==> config.mk <==
export PLATFORM = sky130hd
export DESIGN_NAME = ccac_ctrl
export DESIGN_NICKNAME = d
export VERILOG_FILES = /design/src/rtl/ccac_pkg.sv /design/src/rtl/ccac_timer.sv /design/src/rtl/ccac_ctrl.sv
export VERILOG_INCLUDE_DIRS = /design/src /design/src/rtl
export SDC_FILE = /design/constraint.sdc
export NUM_CORES = 1
export LEC_CHECK = 0
export BUFFER_PORTS_ARGS = -buffer_cell sky130_fd_sc_hd__clkbuf_2
export CORE_MARGIN = 2
export CORE_UTILIZATION = 56
export CTS_BUF_LIST = sky130_fd_sc_hd__clkbuf_16
export DETAILED_ROUTE_END_ITERATION = 16
export PLACE_DENSITY = 0.84
export SETUP_SLACK_MARGIN = 0.05
export SLEW_MARGIN = 20
export SYNTH_ARGS = -nofsm -noshare
export SYNTH_HDL_FRONTEND = slang
export SYNTH_SLANG_ARGS = --single-unit
==> constraint.sdc <==
create_clock -name core_clk -period 2.5 [get_ports core_clk]
set_input_delay 0 -clock core_clk [delete_from_list [all_inputs] [get_ports core_clk]]
set_output_delay 0 -clock core_clk [all_outputs]
set_load 0.01 [all_outputs]
==> src/rtl/ccac_map.svh <==
`ifndef CCAC_MAP_SVH
`define CCAC_MAP_SVH

// ----------------------------------------------------------------
// register offsets
// ----------------------------------------------------------------
`define CCAC_OFF_STATUS 6'h01
`define CCAC_OFF_CTRL 6'h08
`define CCAC_OFF_THRES 6'h09

// ----------------------------------------------------------------
// field positions
// ----------------------------------------------------------------
`define CCAC_BIT_DONE 7
`define CCAC_BIT_IDLE 6
`define CCAC_BIT_START 7
`define CCAC_MODE_HI 6
`define CCAC_MODE_LO 5
`define CCAC_CHAN_HI 4
`define CCAC_CHAN_LO 0
`define CCAC_THR_HI 3
`define CCAC_THR_LO 0
`define CCAC_RSV_HI 7
`define CCAC_RSV_LO 4

// ----------------------------------------------------------------
// reset values
// ----------------------------------------------------------------
`define CCAC_RST_MODE 2'h1
`define CCAC_RST_CHAN 5'h0B
`define CCAC_RST_THR 4'h7
`define CCAC_RST_RSV 4'hC

// ----------------------------------------------------------------
// timing
// ----------------------------------------------------------------
`define CCAC_CLK_NS 25
`define CCAC_SYM8_NS 128000
`define CCAC_RESULT_MAX_NS 180000
`define CCAC_SYM8_CYCLES \
    ((`CCAC_SYM8_NS + `CCAC_CLK_NS - 1) / `CCAC_CLK_NS)

`endif

==> src/rtl/ccac_pkg.sv <==
package ccac_pkg;

    typedef enum logic [1:0] {
        CCAC_MODE_CS_OR_ED = 2'h0,
        CCAC_MODE_ED = 2'h1,
        CCAC_MODE_CS = 2'h2,
        CCAC_MODE_CS_AND_ED = 2'h3
    } ccac_mode_t;

    typedef enum logic [1:0] {
        CCAC_ST_IDLE = 2'h0,
        CCAC_ST_MANUAL = 2'h1,
        CCAC_ST_WAIT_AUTO = 2'h2
    } ccac_state_t;

endpackage

==> src/rtl/ccac_timer.sv <==
`timescale 1ns/1ps
`default_nettype none

// ----------------------------------------------------------------
// fixed-length measurement window
// ----------------------------------------------------------------
module ccac_timer #(
    parameter int unsigned COUNT = 5120
) (
    input wire logic core_clk,
    input wire logic rst_b,
    input wire logic start,
    input wire logic abort,
    output logic running,
    output logic done
);
    import ccac_pkg::*;

    localparam int unsigned CW = $clog2(COUNT + 1);

    generate
        if (COUNT < 2)
        begin : g_bad_count
            $error("ccac_timer: COUNT must be at least 2");
        end
    endgenerate

    logic [CW-1:0] count;
    wire last = running && (count == CW'(1));

    // start beats abort, so a restart never loses its window
    always_ff @(posedge core_clk or negedge rst_b)
    begin
        if (!rst_b)
        begin
            count <= '0;
            running <= 1'b0;
            done <= 1'b0;
        end
        else
        begin
            done <= last && !start && !abort;
            if (start)
            begin
                count <= CW'(COUNT);
                running <= 1'b1;
            end
            else if (abort || last)
            begin
                count <= '0;
                running <= 1'b0;
            end
            else if (running)
            begin
                count <= count - CW'(1);
            end
        end
    end

endmodule

`default_nettype wire

==> src/rtl/ccac_ctrl.sv <==
`timescale 1ns/1ps
`default_nettype none
`include "ccac_map.svh"

module ccac_ctrl #(
    parameter int unsigned SYM8_CYCLES = `CCAC_SYM8_CYCLES
) (
    input wire logic core_clk,
    input wire logic rst_b,
    input wire logic reg_wr,
    input wire logic reg_rd,
    input wire logic [5:0] reg_addr,
    input wire logic [7:0] reg_wdata,
    output logic [7:0] reg_rdata,
    input wire logic [4:0] trx_state_in,
    input wire logic rx_listen,
    input wire logic rx_busy,
    input wire logic shr_detected,
    input wire logic carrier_detect,
    input wire logic [7:0] energy_level,
    output logic [4:0] channel_select,
    output ccac_pkg::ccac_mode_t assess_mode_select,
    output logic assess_end_irq
);
    import ccac_pkg::*;

    localparam int unsigned MAX_CYCLES =
        `CCAC_RESULT_MAX_NS / `CCAC_CLK_NS;

    generate
        if (SYM8_CYCLES + 3 > MAX_CYCLES)
        begin : g_bad_window
            $error("ccac_ctrl: window too long for result deadline");
        end
    endgenerate

    // ------------------------------------------------------------
    // registers and state
    // ------------------------------------------------------------
    logic [3:0] energy_threshold_level;
    logic [3:0] thres_reserved;
    logic assess_complete_flag;
    logic channel_idle_flag;
    ccac_state_t state;
    ccac_state_t next_state;
    logic frame_auto_used;
    logic auto_energy;
    logic man_energy;
    logic man_carrier;

    // ------------------------------------------------------------
    // decode
    // ------------------------------------------------------------
    wire wr_ctrl = reg_wr && (reg_addr == `CCAC_OFF_CTRL);
    wire wr_thres = reg_wr && (reg_addr == `CCAC_OFF_THRES);
    // status offset has no write path at all
    wire assess_start_bit = reg_wdata[`CCAC_BIT_START];
    wire req = wr_ctrl && assess_start_bit;

    // power is given in dB above the sensitivity base value
    wire [7:0] thr_db = {3'h0, energy_threshold_level, 1'b0};
    wire energy_above = energy_level > thr_db;

    // ------------------------------------------------------------
    // measurement windows
    // ------------------------------------------------------------
    wire auto_start = shr_detected && rx_busy && !frame_auto_used;
    wire auto_running;
    wire auto_done;
    wire man_start = req && rx_listen;
    wire man_running;
    wire man_done;

    ccac_timer #(
        .COUNT(SYM8_CYCLES)
    ) u_auto_win (
        .core_clk(core_clk),
        .rst_b(rst_b),
        .start(auto_start),
        .abort(!rx_busy),
        .running(auto_running),
        .done(auto_done)
    );

    ccac_timer #(
        .COUNT(SYM8_CYCLES)
    ) u_man_win (
        .core_clk(core_clk),
        .rst_b(rst_b),
        .start(man_start),
        .abort(!rx_listen),
        .running(man_running),
        .done(man_done)
    );

    // ------------------------------------------------------------
    // channel decision
    // ------------------------------------------------------------
    function automatic logic busy_of(ccac_mode_t m, logic ed, logic cs);
        logic b;
        b = 1'b0;
        case (m)
            CCAC_MODE_CS_OR_ED: b = ed || cs;
            CCAC_MODE_ED: b = ed;
            CCAC_MODE_CS: b = cs;
            CCAC_MODE_CS_AND_ED: b = ed && cs;
            default: b = 1'b1;
        endcase
        return b;
    endfunction

    logic fin;
    logic fin_idle;

    always_comb
    begin
        next_state = state;
        fin = 1'b0;
        fin_idle = 1'b0;
        if (req)
        begin
            if (rx_listen)
            begin
                next_state = CCAC_ST_MANUAL;
            end
            else if (rx_busy)
            begin
                if (assess_mode_select != CCAC_MODE_CS && auto_running)
                begin
                    next_state = CCAC_ST_WAIT_AUTO;
                end
                else
                begin
                    // energy part uses the frame's finished window
                    next_state = CCAC_ST_IDLE;
                    fin = 1'b1;
                    fin_idle = !busy_of(assess_mode_select, auto_energy,
                        carrier_detect);
                end
            end
            else
            begin
                // nothing measured, reported busy
                next_state = CCAC_ST_IDLE;
                fin = 1'b1;
                fin_idle = 1'b0;
            end
        end
        else
        begin
            case (state)
                CCAC_ST_IDLE:
                begin
                    next_state = CCAC_ST_IDLE;
                end
                CCAC_ST_MANUAL:
                begin
                    if (man_done || !man_running)
                    begin
                        next_state = CCAC_ST_IDLE;
                        fin = 1'b1;
                        fin_idle = man_done && !busy_of(assess_mode_select,
                            man_energy || energy_above,
                            man_carrier || carrier_detect);
                    end
                end
                CCAC_ST_WAIT_AUTO:
                begin
                    if (auto_done || !auto_running)
                    begin
                        next_state = CCAC_ST_IDLE;
                        fin = 1'b1;
                        fin_idle = !busy_of(assess_mode_select,
                            auto_energy || energy_above,
                            carrier_detect);
                    end
                end
                default:
                begin
                    next_state = CCAC_ST_IDLE;
                end
            endcase
        end
    end

    // ------------------------------------------------------------
    // sequencing
    // ------------------------------------------------------------
    always_ff @(posedge core_clk or negedge rst_b)
    begin
        if (!rst_b)
        begin
            state <= CCAC_ST_IDLE;
        end
        else
        begin
            state <= next_state;
        end
    end

    // one automated window per frame; rearmed on leaving the frame
    always_ff @(posedge core_clk or negedge rst_b)
    begin
        if (!rst_b)
        begin
            frame_auto_used <= 1'b0;
            auto_energy <= 1'b0;
        end
        else
        begin
            frame_auto_used <= rx_busy && (frame_auto_used || auto_start);
            if (auto_start)
            begin
                auto_energy <= 1'b0;
            end
            else if (auto_running)
            begin
                auto_energy <= auto_energy || energy_above;
            end
        end
    end

    always_ff @(posedge core_clk or negedge rst_b)
    begin
        if (!rst_b)
        begin
            man_energy <= 1'b0;
            man_carrier <= 1'b0;
        end
        else if (man_start)
        begin
            man_energy <= 1'b0;
            man_carrier <= 1'b0;
        end
        else if (man_running)
        begin
            man_energy <= man_energy || energy_above;
            man_carrier <= man_carrier || carrier_detect;
        end
    end

    // ------------------------------------------------------------
    // result flags
    // ------------------------------------------------------------
    // a completion in the cycle of a clear still lands
    always_ff @(posedge core_clk or negedge rst_b)
    begin
        if (!rst_b)
        begin
            assess_complete_flag <= 1'b0;
            channel_idle_flag <= 1'b0;
            assess_end_irq <= 1'b0;
        end
        else
        begin
            assess_end_irq <= fin;
            if (fin)
            begin
                assess_complete_flag <= 1'b1;
                channel_idle_flag <= fin_idle;
            end
            else if (req)
            begin
                assess_complete_flag <= 1'b0;
                channel_idle_flag <= 1'b0;
            end
        end
    end

    // ------------------------------------------------------------
    // control and threshold
    // ------------------------------------------------------------
    always_ff @(posedge core_clk or negedge rst_b)
    begin
        if (!rst_b)
        begin
            assess_mode_select <= ccac_mode_t'(`CCAC_RST_MODE);
            channel_select <= `CCAC_RST_CHAN;
        end
        else if (wr_ctrl)
        begin
            assess_mode_select <=
                ccac_mode_t'(reg_wdata[`CCAC_MODE_HI:`CCAC_MODE_LO]);
            channel_select <= reg_wdata[`CCAC_CHAN_HI:`CCAC_CHAN_LO];
        end
    end

    always_ff @(posedge core_clk or negedge rst_b)
    begin
        if (!rst_b)
        begin
            energy_threshold_level <= `CCAC_RST_THR;
            thres_reserved <= `CCAC_RST_RSV;
        end
        else if (wr_thres)
        begin
            energy_threshold_level <= reg_wdata[`CCAC_THR_HI:`CCAC_THR_LO];
            thres_reserved <= reg_wdata[`CCAC_RSV_HI:`CCAC_RSV_LO];
        end
    end

    // ------------------------------------------------------------
    // read path
    // ------------------------------------------------------------
    wire [7:0] status_word = {assess_complete_flag, channel_idle_flag,
        1'b0, trx_state_in};
    // start bit always reads back low
    wire [7:0] ctrl_word = {1'b0, assess_mode_select, channel_select};
    wire [7:0] thres_word = {thres_reserved, energy_threshold_level};
    wire [7:0] rd_word =
        (reg_addr == `CCAC_OFF_STATUS) ? status_word :
        (reg_addr == `CCAC_OFF_CTRL) ? ctrl_word :
        (reg_addr == `CCAC_OFF_THRES) ? thres_word : 8'h00;

    always_ff @(posedge core_clk or negedge rst_b)
    begin
        if (!rst_b)
        begin
            reg_rdata <= 8'h00;
        end
        else if (reg_rd)
        begin
            reg_rdata <= rd_word;
        end
    end

endmodule

`default_nettype wire

# Word-level counts from Yosys, hierarchy flattened

Cells that the tools add are included.
Widths: inputs -> output; s select.

$add $sub $neg: 2
$lt $le $gt $ge: 1
Equality and inequality tests: 13
Muxes and demuxes: 56
Reduce and logical (&&, ||, !) cells: 48

Operator list:

| kind                  | number |
|---|---|
| $mux 13               | 6 |
| $mux 1                | 35 |
| $eq 13x1->1 const B   | 2 |
| $sub 13x1->13 const B | 2 |
| $mux 8                | 3 |
| $logic_and 1x1->1     | 18 |
| $eq 6x4->1 const B    | 2 |
| $mux 2                | 6 |
| $pmux 1 s4            | 3 |
| $logic_or 1x1->1      | 11 |
| $logic_not 1->1       | 10 |
| $reduce_bool 2->1     | 5 |
| $gt 8x5->1            | 1 |
| $eq 2x2->1 const B    | 3 |
| $eq 6x1->1 const B    | 1 |
| $ne 3x3->1 const B    | 2 |
| $reduce_bool 3->1     | 2 |
| $eq 2x1->1 const B    | 2 |
| $pmux 1 s2            | 2 |
| $pmux 2 s2            | 1 |
| $logic_not 2->1       | 1 |
| $ne 2x2->1 const B    | 1 |
| $reduce_and 2->1      | 1 |

Register bits after elaboration: 62
Input bits: 35
Output and inout bits: 16
Logic and storage cells: 139

# Longest topological paths before layout

Depth after elaboration: 13
Depth in mapped cells: 8

# Hierarchy

From an unflattened synthesis, not the netlist that was laid out.

Cell total of the unflattened synthesis: 332
Area, all modules: 3,445.8 µm²

Modules (own cells, without submodules):

| module     | times used | cells each | area each (µm²) | sequential area each (µm²) |
|---|---|---|---|---|
| ccac_timer | 2          | 84         | 869.6           | 375.4 |
| ccac_ctrl  | 1          | 164        | 1,706.6         | 812.0 |

# Worst setup path before layout

OpenSTA, ideal clock, no wires.

Path type: flip-flop to flip-flop
From: reg u_man_win.count[6]
To: reg u_man_win.count[3]
Arrival: 1.900 ns
Setup slack: 0.469 ns
Cell stages (with the launch flop): 7
Cells stage by stage: dfrtp_1 or4_4 or3_4 or3_4 nand3_2 buf_6 a21oi_1

Cells in the longest elaborated chain, start to end: 5

RTL lines:

| item                   | RTL line         | RTL |
|---|---|---|
| start, declared        | ccac_timer.sv:28 | `logic [CW-1:0] count;` |
| start signal, assigned | ccac_timer.sv:45 | `count <= CW'(COUNT);` |
| start signal, assigned | ccac_timer.sv:55 | `count <= count - CW'(1);` |
| $eq 13x1->1 *          | ccac_timer.sv:29 | `wire last = running && (count == CW'(1));` |
| $logic_and 1x1->1 *    | ccac_timer.sv:29 |  |
| $logic_or 1x1->1 *     | ccac_timer.sv:48 | `else if (abort \|\| last)` |
| $mux 13                | ccac_timer.sv:48 |  |
| $mux 13                | ccac_timer.sv:43 | `if (start)` |

Mark *: on every way between the ends. The rest lies on a longest branch, timed or not.
A chain may end at the register's enable or synchronous reset.

# Worst setup path after layout

From: reg energy_threshold_level[2]
To: reg channel_idle_flag

Cells in the longest elaborated chain, start to end: 13

RTL lines:

| item                                                         | RTL line                           | RTL |
|---|---|---|
| start, declared                                              | ccac_ctrl.sv:40                    | `logic [3:0] energy_threshold_level;` |
| start signal, assigned                                       | ccac_ctrl.sv:292                   | `` energy_threshold_level <= `CCAC_RST_THR; `` |
| start signal, assigned                                       | ccac_ctrl.sv:297                   | `` energy_threshold_level <= reg_wdata[`CCAC_THR_HI:`CCAC_THR_LO]; `` |
| $gt 8x5->1 *                                                 | ccac_ctrl.sv:62                    | `wire energy_above = energy_level > thr_db;` |
| $logic_or 1x1->1                                             | ccac_ctrl.sv:163                   | `man_energy \|\| energy_above,` |
| $logic_and 1x1->1 / $logic_or 1x1->1 (equally long branches) | ccac_ctrl.sv:106, ccac_ctrl.sv:103 |  |
| $pmux 1 s4                                                   | ccac_ctrl.sv:102                   | `case (m)` |
| $mux 1                                                       | ccac_ctrl.sv:158                   | `if (man_done \|\| !man_running)` |
| $mux 1                                                       | ccac_ctrl.sv:151                   | `case (state)` |
| $mux 1                                                       | ccac_ctrl.sv:120                   | `if (req)` |
| $logic_not 1->1                                              | ccac_ctrl.sv:162                   | `fin_idle = man_done && !busy_of(assess_mode_select,` |
| $logic_and 1x1->1                                            | ccac_ctrl.sv:162                   |  |
| $mux 1                                                       | ccac_ctrl.sv:158                   |  |
| $pmux 1 s2 *                                                 | ccac_ctrl.sv:151                   |  |
| $mux 1 *                                                     | ccac_ctrl.sv:120                   |  |
| $mux 1 *                                                     | ccac_ctrl.sv:257                   | `if (fin)` |
| end signal, assigned                                         | ccac_ctrl.sv:260                   | `channel_idle_flag <= fin_idle;` |
| end, declared                                                | ccac_ctrl.sv:43                    | `logic channel_idle_flag;` |

Mark *: on every way between the ends. The rest lies on a longest branch, timed or not. The select of a mux whose other input is x is not followed.

==> reports/metrics.cfg <==
[floorplanning]
initial_core_util_pct=57.5
die_h_um=78.7
io_pins=51
die_x_um=78.7
dieArea_sq_um=6190
row_count=27
design.core.area_sq_um=5440

[logic_synthesis]
postSynthAreaPerCell_sq_um=10.0
synth_top_area_share_pct=42.4
post-synth-top-area-cell=dfrtp_1
syn_nets=356
synth_cell_type_count=53
yosys_warnings=0
ys_seq_elements=62
synth-seq-area-share_pct=50.0
yosys_most_used_dff=dfrtp_1
synth_area_sq_um=3130
async_flop_share_pct=100
synth_area_leaders=dfrtp_1 (42%), dfstp_2 (7.6%), mux2_2 (5.0%)
synth-edff-count=0
synth_cells=311

[clocking]
clock_latency_ns=0.33
cts_buffer_depth=2
clock-root-buffer=clkbuf_16
htreeDepth=3
cts.sinks=62
clk_pin_slew_ns=0.05
cts_tree=built
cts_made_buffers=9

[finish]
diodes=0
mostFrequentLayoutCells=dfrtp_1 (53), clkbuf_2 (50), nor2_1 (42)
layout_commonest_cell=dfrtp_1
area_growth_pct=22.0
layout-drive-gt1-share_pct=24.4
fin_nets=421

[drt]
final_antenna_net_count=0
wl_um=7220
vias_per_cell=5.77
drt_iter0_markers=194
route.detailed.drc=0
num_vias=2615
drtPass1Iterations=4
wl_per_cell_um=15.9

[sta]
setup_violations=0
skew_ns=0.00616
hold_viol=0
slew_headroom_pct=45.8
max_clock_freq_mhz=444
period_needed_ns=2.25
hold_ws_ns=0.0386
tightestPinTransition_ns=0.813
period_share_pct=90.1
tns_ns=0
rsz0062_at_grt=no
report.final.slew_viol_count=0

[setup_path]
crit_arrival_ns=2.49
startpoint_type=flop
crit_type=flop to flop
path_max_fanout=3
cp-end-kind=flop
cp.required_ns=2.74

[flow_run]
cap_viol_max_count=0

[power_and_ir_drop]
power.leakage_nw=1.78
powerDensity_nw_per_um2=669
vdd_drop_max_mv=0.496

[grt]
grt_max_degree=33
grt_pass1_wl_um=12000
grt_pass1_vias=2517
antenna_found_initial=0
track_usage_pct=25.4
overflow=0

[status]
outcome=finished, final reports clean

[place]
port_buffers=50
dpl.hpwl_um=4860
place_congestion=0.873

[hold_path]
min_path_type=primary input to flop

cells in the mapped netlist (3+ instances only):
| cell type | instances |
|---|---|
| dfrtp_1 | 53 |
| nor2_1 | 42 |
| a21oi_1 | 24 |
| inv_1 | 19 |
| nand2_1 | 17 |
| mux2_2 | 14 |
| xnor2_1 | 13 |
| nand3_1 | 12 |
| ha_1 | 10 |
| dfstp_2 | 9 |
| o21ai_0 | 9 |
| clkbuf_1 | 8 |
| nor3_1 | 8 |
| a22o_1 | 6 |
| nor3b_1 | 6 |
| xor2_1 | 5 |
| nor4_1 | 4 |
| a21boi_0 | 3 |
| nand3b_1 | 3 |
where the power goes:
group | internal (mW) | switching (mW)
Clock | 0.643 | 0.409
Combinational | 0.158 | 0.185
Sequential | 1.09 | 0.0653
repair_timing:
action | 4_1_cts | 5_1_grt
buffers inserted | 0 | 0
endpoints found under the hold margin | 42 | 0
resized for setup | 0 | 1
hold buffers | 12 | 0
setup endpoints to repair | 0 | 1
logic make-up (layout without fill, tap and decap cells):
kind of cell	Yosys count	count (layout)	synth area share, %
buffers and inverters	31	101	4.04
XOR/XNOR	18	18	5.04
adder cells (fa/ha/maj)	10	10	4.00
multiplexers	15	15	5.36
AND/OR/NAND/NOR	112	112	18.5
AO/OA/AOI/OAI	63	63	13.0
flip-flops	62	62	50.0
worst max-delay path: stages, from the launching register on:
cell,delay [ns]
dfstp_2,0.54
inv_1,0.04
ha_1,0.30
and3b_1,0.19
a2111oi_1,0.38
o21ai_0,0.24
a211oi_1,0.25
a2bb2oi_1,0.22
flip-flops by register name, summed over array words and instances, names as in the netlist:
signal	cells
channel_select	5
assess_end_irq	1
man_carrier	1
auto_energy	1
thres_reserved	4
u_auto_win.count	13
u_man_win.done	1
u_auto_win.running	1
assess_mode_select	2
u_auto_win.done	1
u_man_win.running	1
channel_idle_flag	1
assess_complete_flag	1
u_man_win.count	13
state	2
frame_auto_used	1
reg_rdata	8
man_energy	1
energy_threshold_level	4
stage by stage:
stage                     cells  util, %  cell area [sq um]  setup WS (ns)  total power, mW
after floorplan             311        -               3130          0.469             1.35
after global placement      425     63.3               3440          0.423             1.47
after detailed placement    425     63.3               3440          0.291             1.49
after CTS                   453     70.1               3810          0.261             2.56
after global routing        453     70.1               3810         0.0991             2.65
final                       453     70.1               3810          0.246             2.55
area by class of cell:
type	count	area, sq um
fill	419	1630
sequential	62	1560
multi-input combinational	218	1440
timing repair buffer	66	400
clock buffer	9	225
tap	72	90.1
inverter	19	71.3
clock inverter	7	26.3
final timing paths:
kind                                                       startpoint                                 to  slack, ns  cells past startpoint
worst max-delay path            energy_threshold_level[2]$_DFFE_PN1P_      channel_idle_flag$_DFFE_PN0P_       0.25                      7
worst min-delay path                                   carrier_detect            man_carrier$_DFFE_PN0P_       0.04                      3
worst max register to register  energy_threshold_level[2]$_DFFE_PN1P_      channel_idle_flag$_DFFE_PN0P_       0.25                      7
worst min register to register              frame_auto_used$_DFF_PN0_          frame_auto_used$_DFF_PN0_       0.47                      1
max in group asynchronous                                       rst_b  assess_mode_select[0]$_DFFE_PN1P_       1.44                      3
min in group asynchronous                                       rst_b    u_auto_win.count[9]$_DFFE_PN0P_       0.30                      2
metal layers:
layer	wire [um]	part of all wire (%)	global-route usage (%)	vias up
met5	0	0	0	-
met4	233	3.2	13.5	0
met3	348	4.8	4.32	20
met2	3580	50	41.5	87
met1	3060	42	32.6	1290
li1	-	-	-	1218
Power figures use the tool's default switching activity.
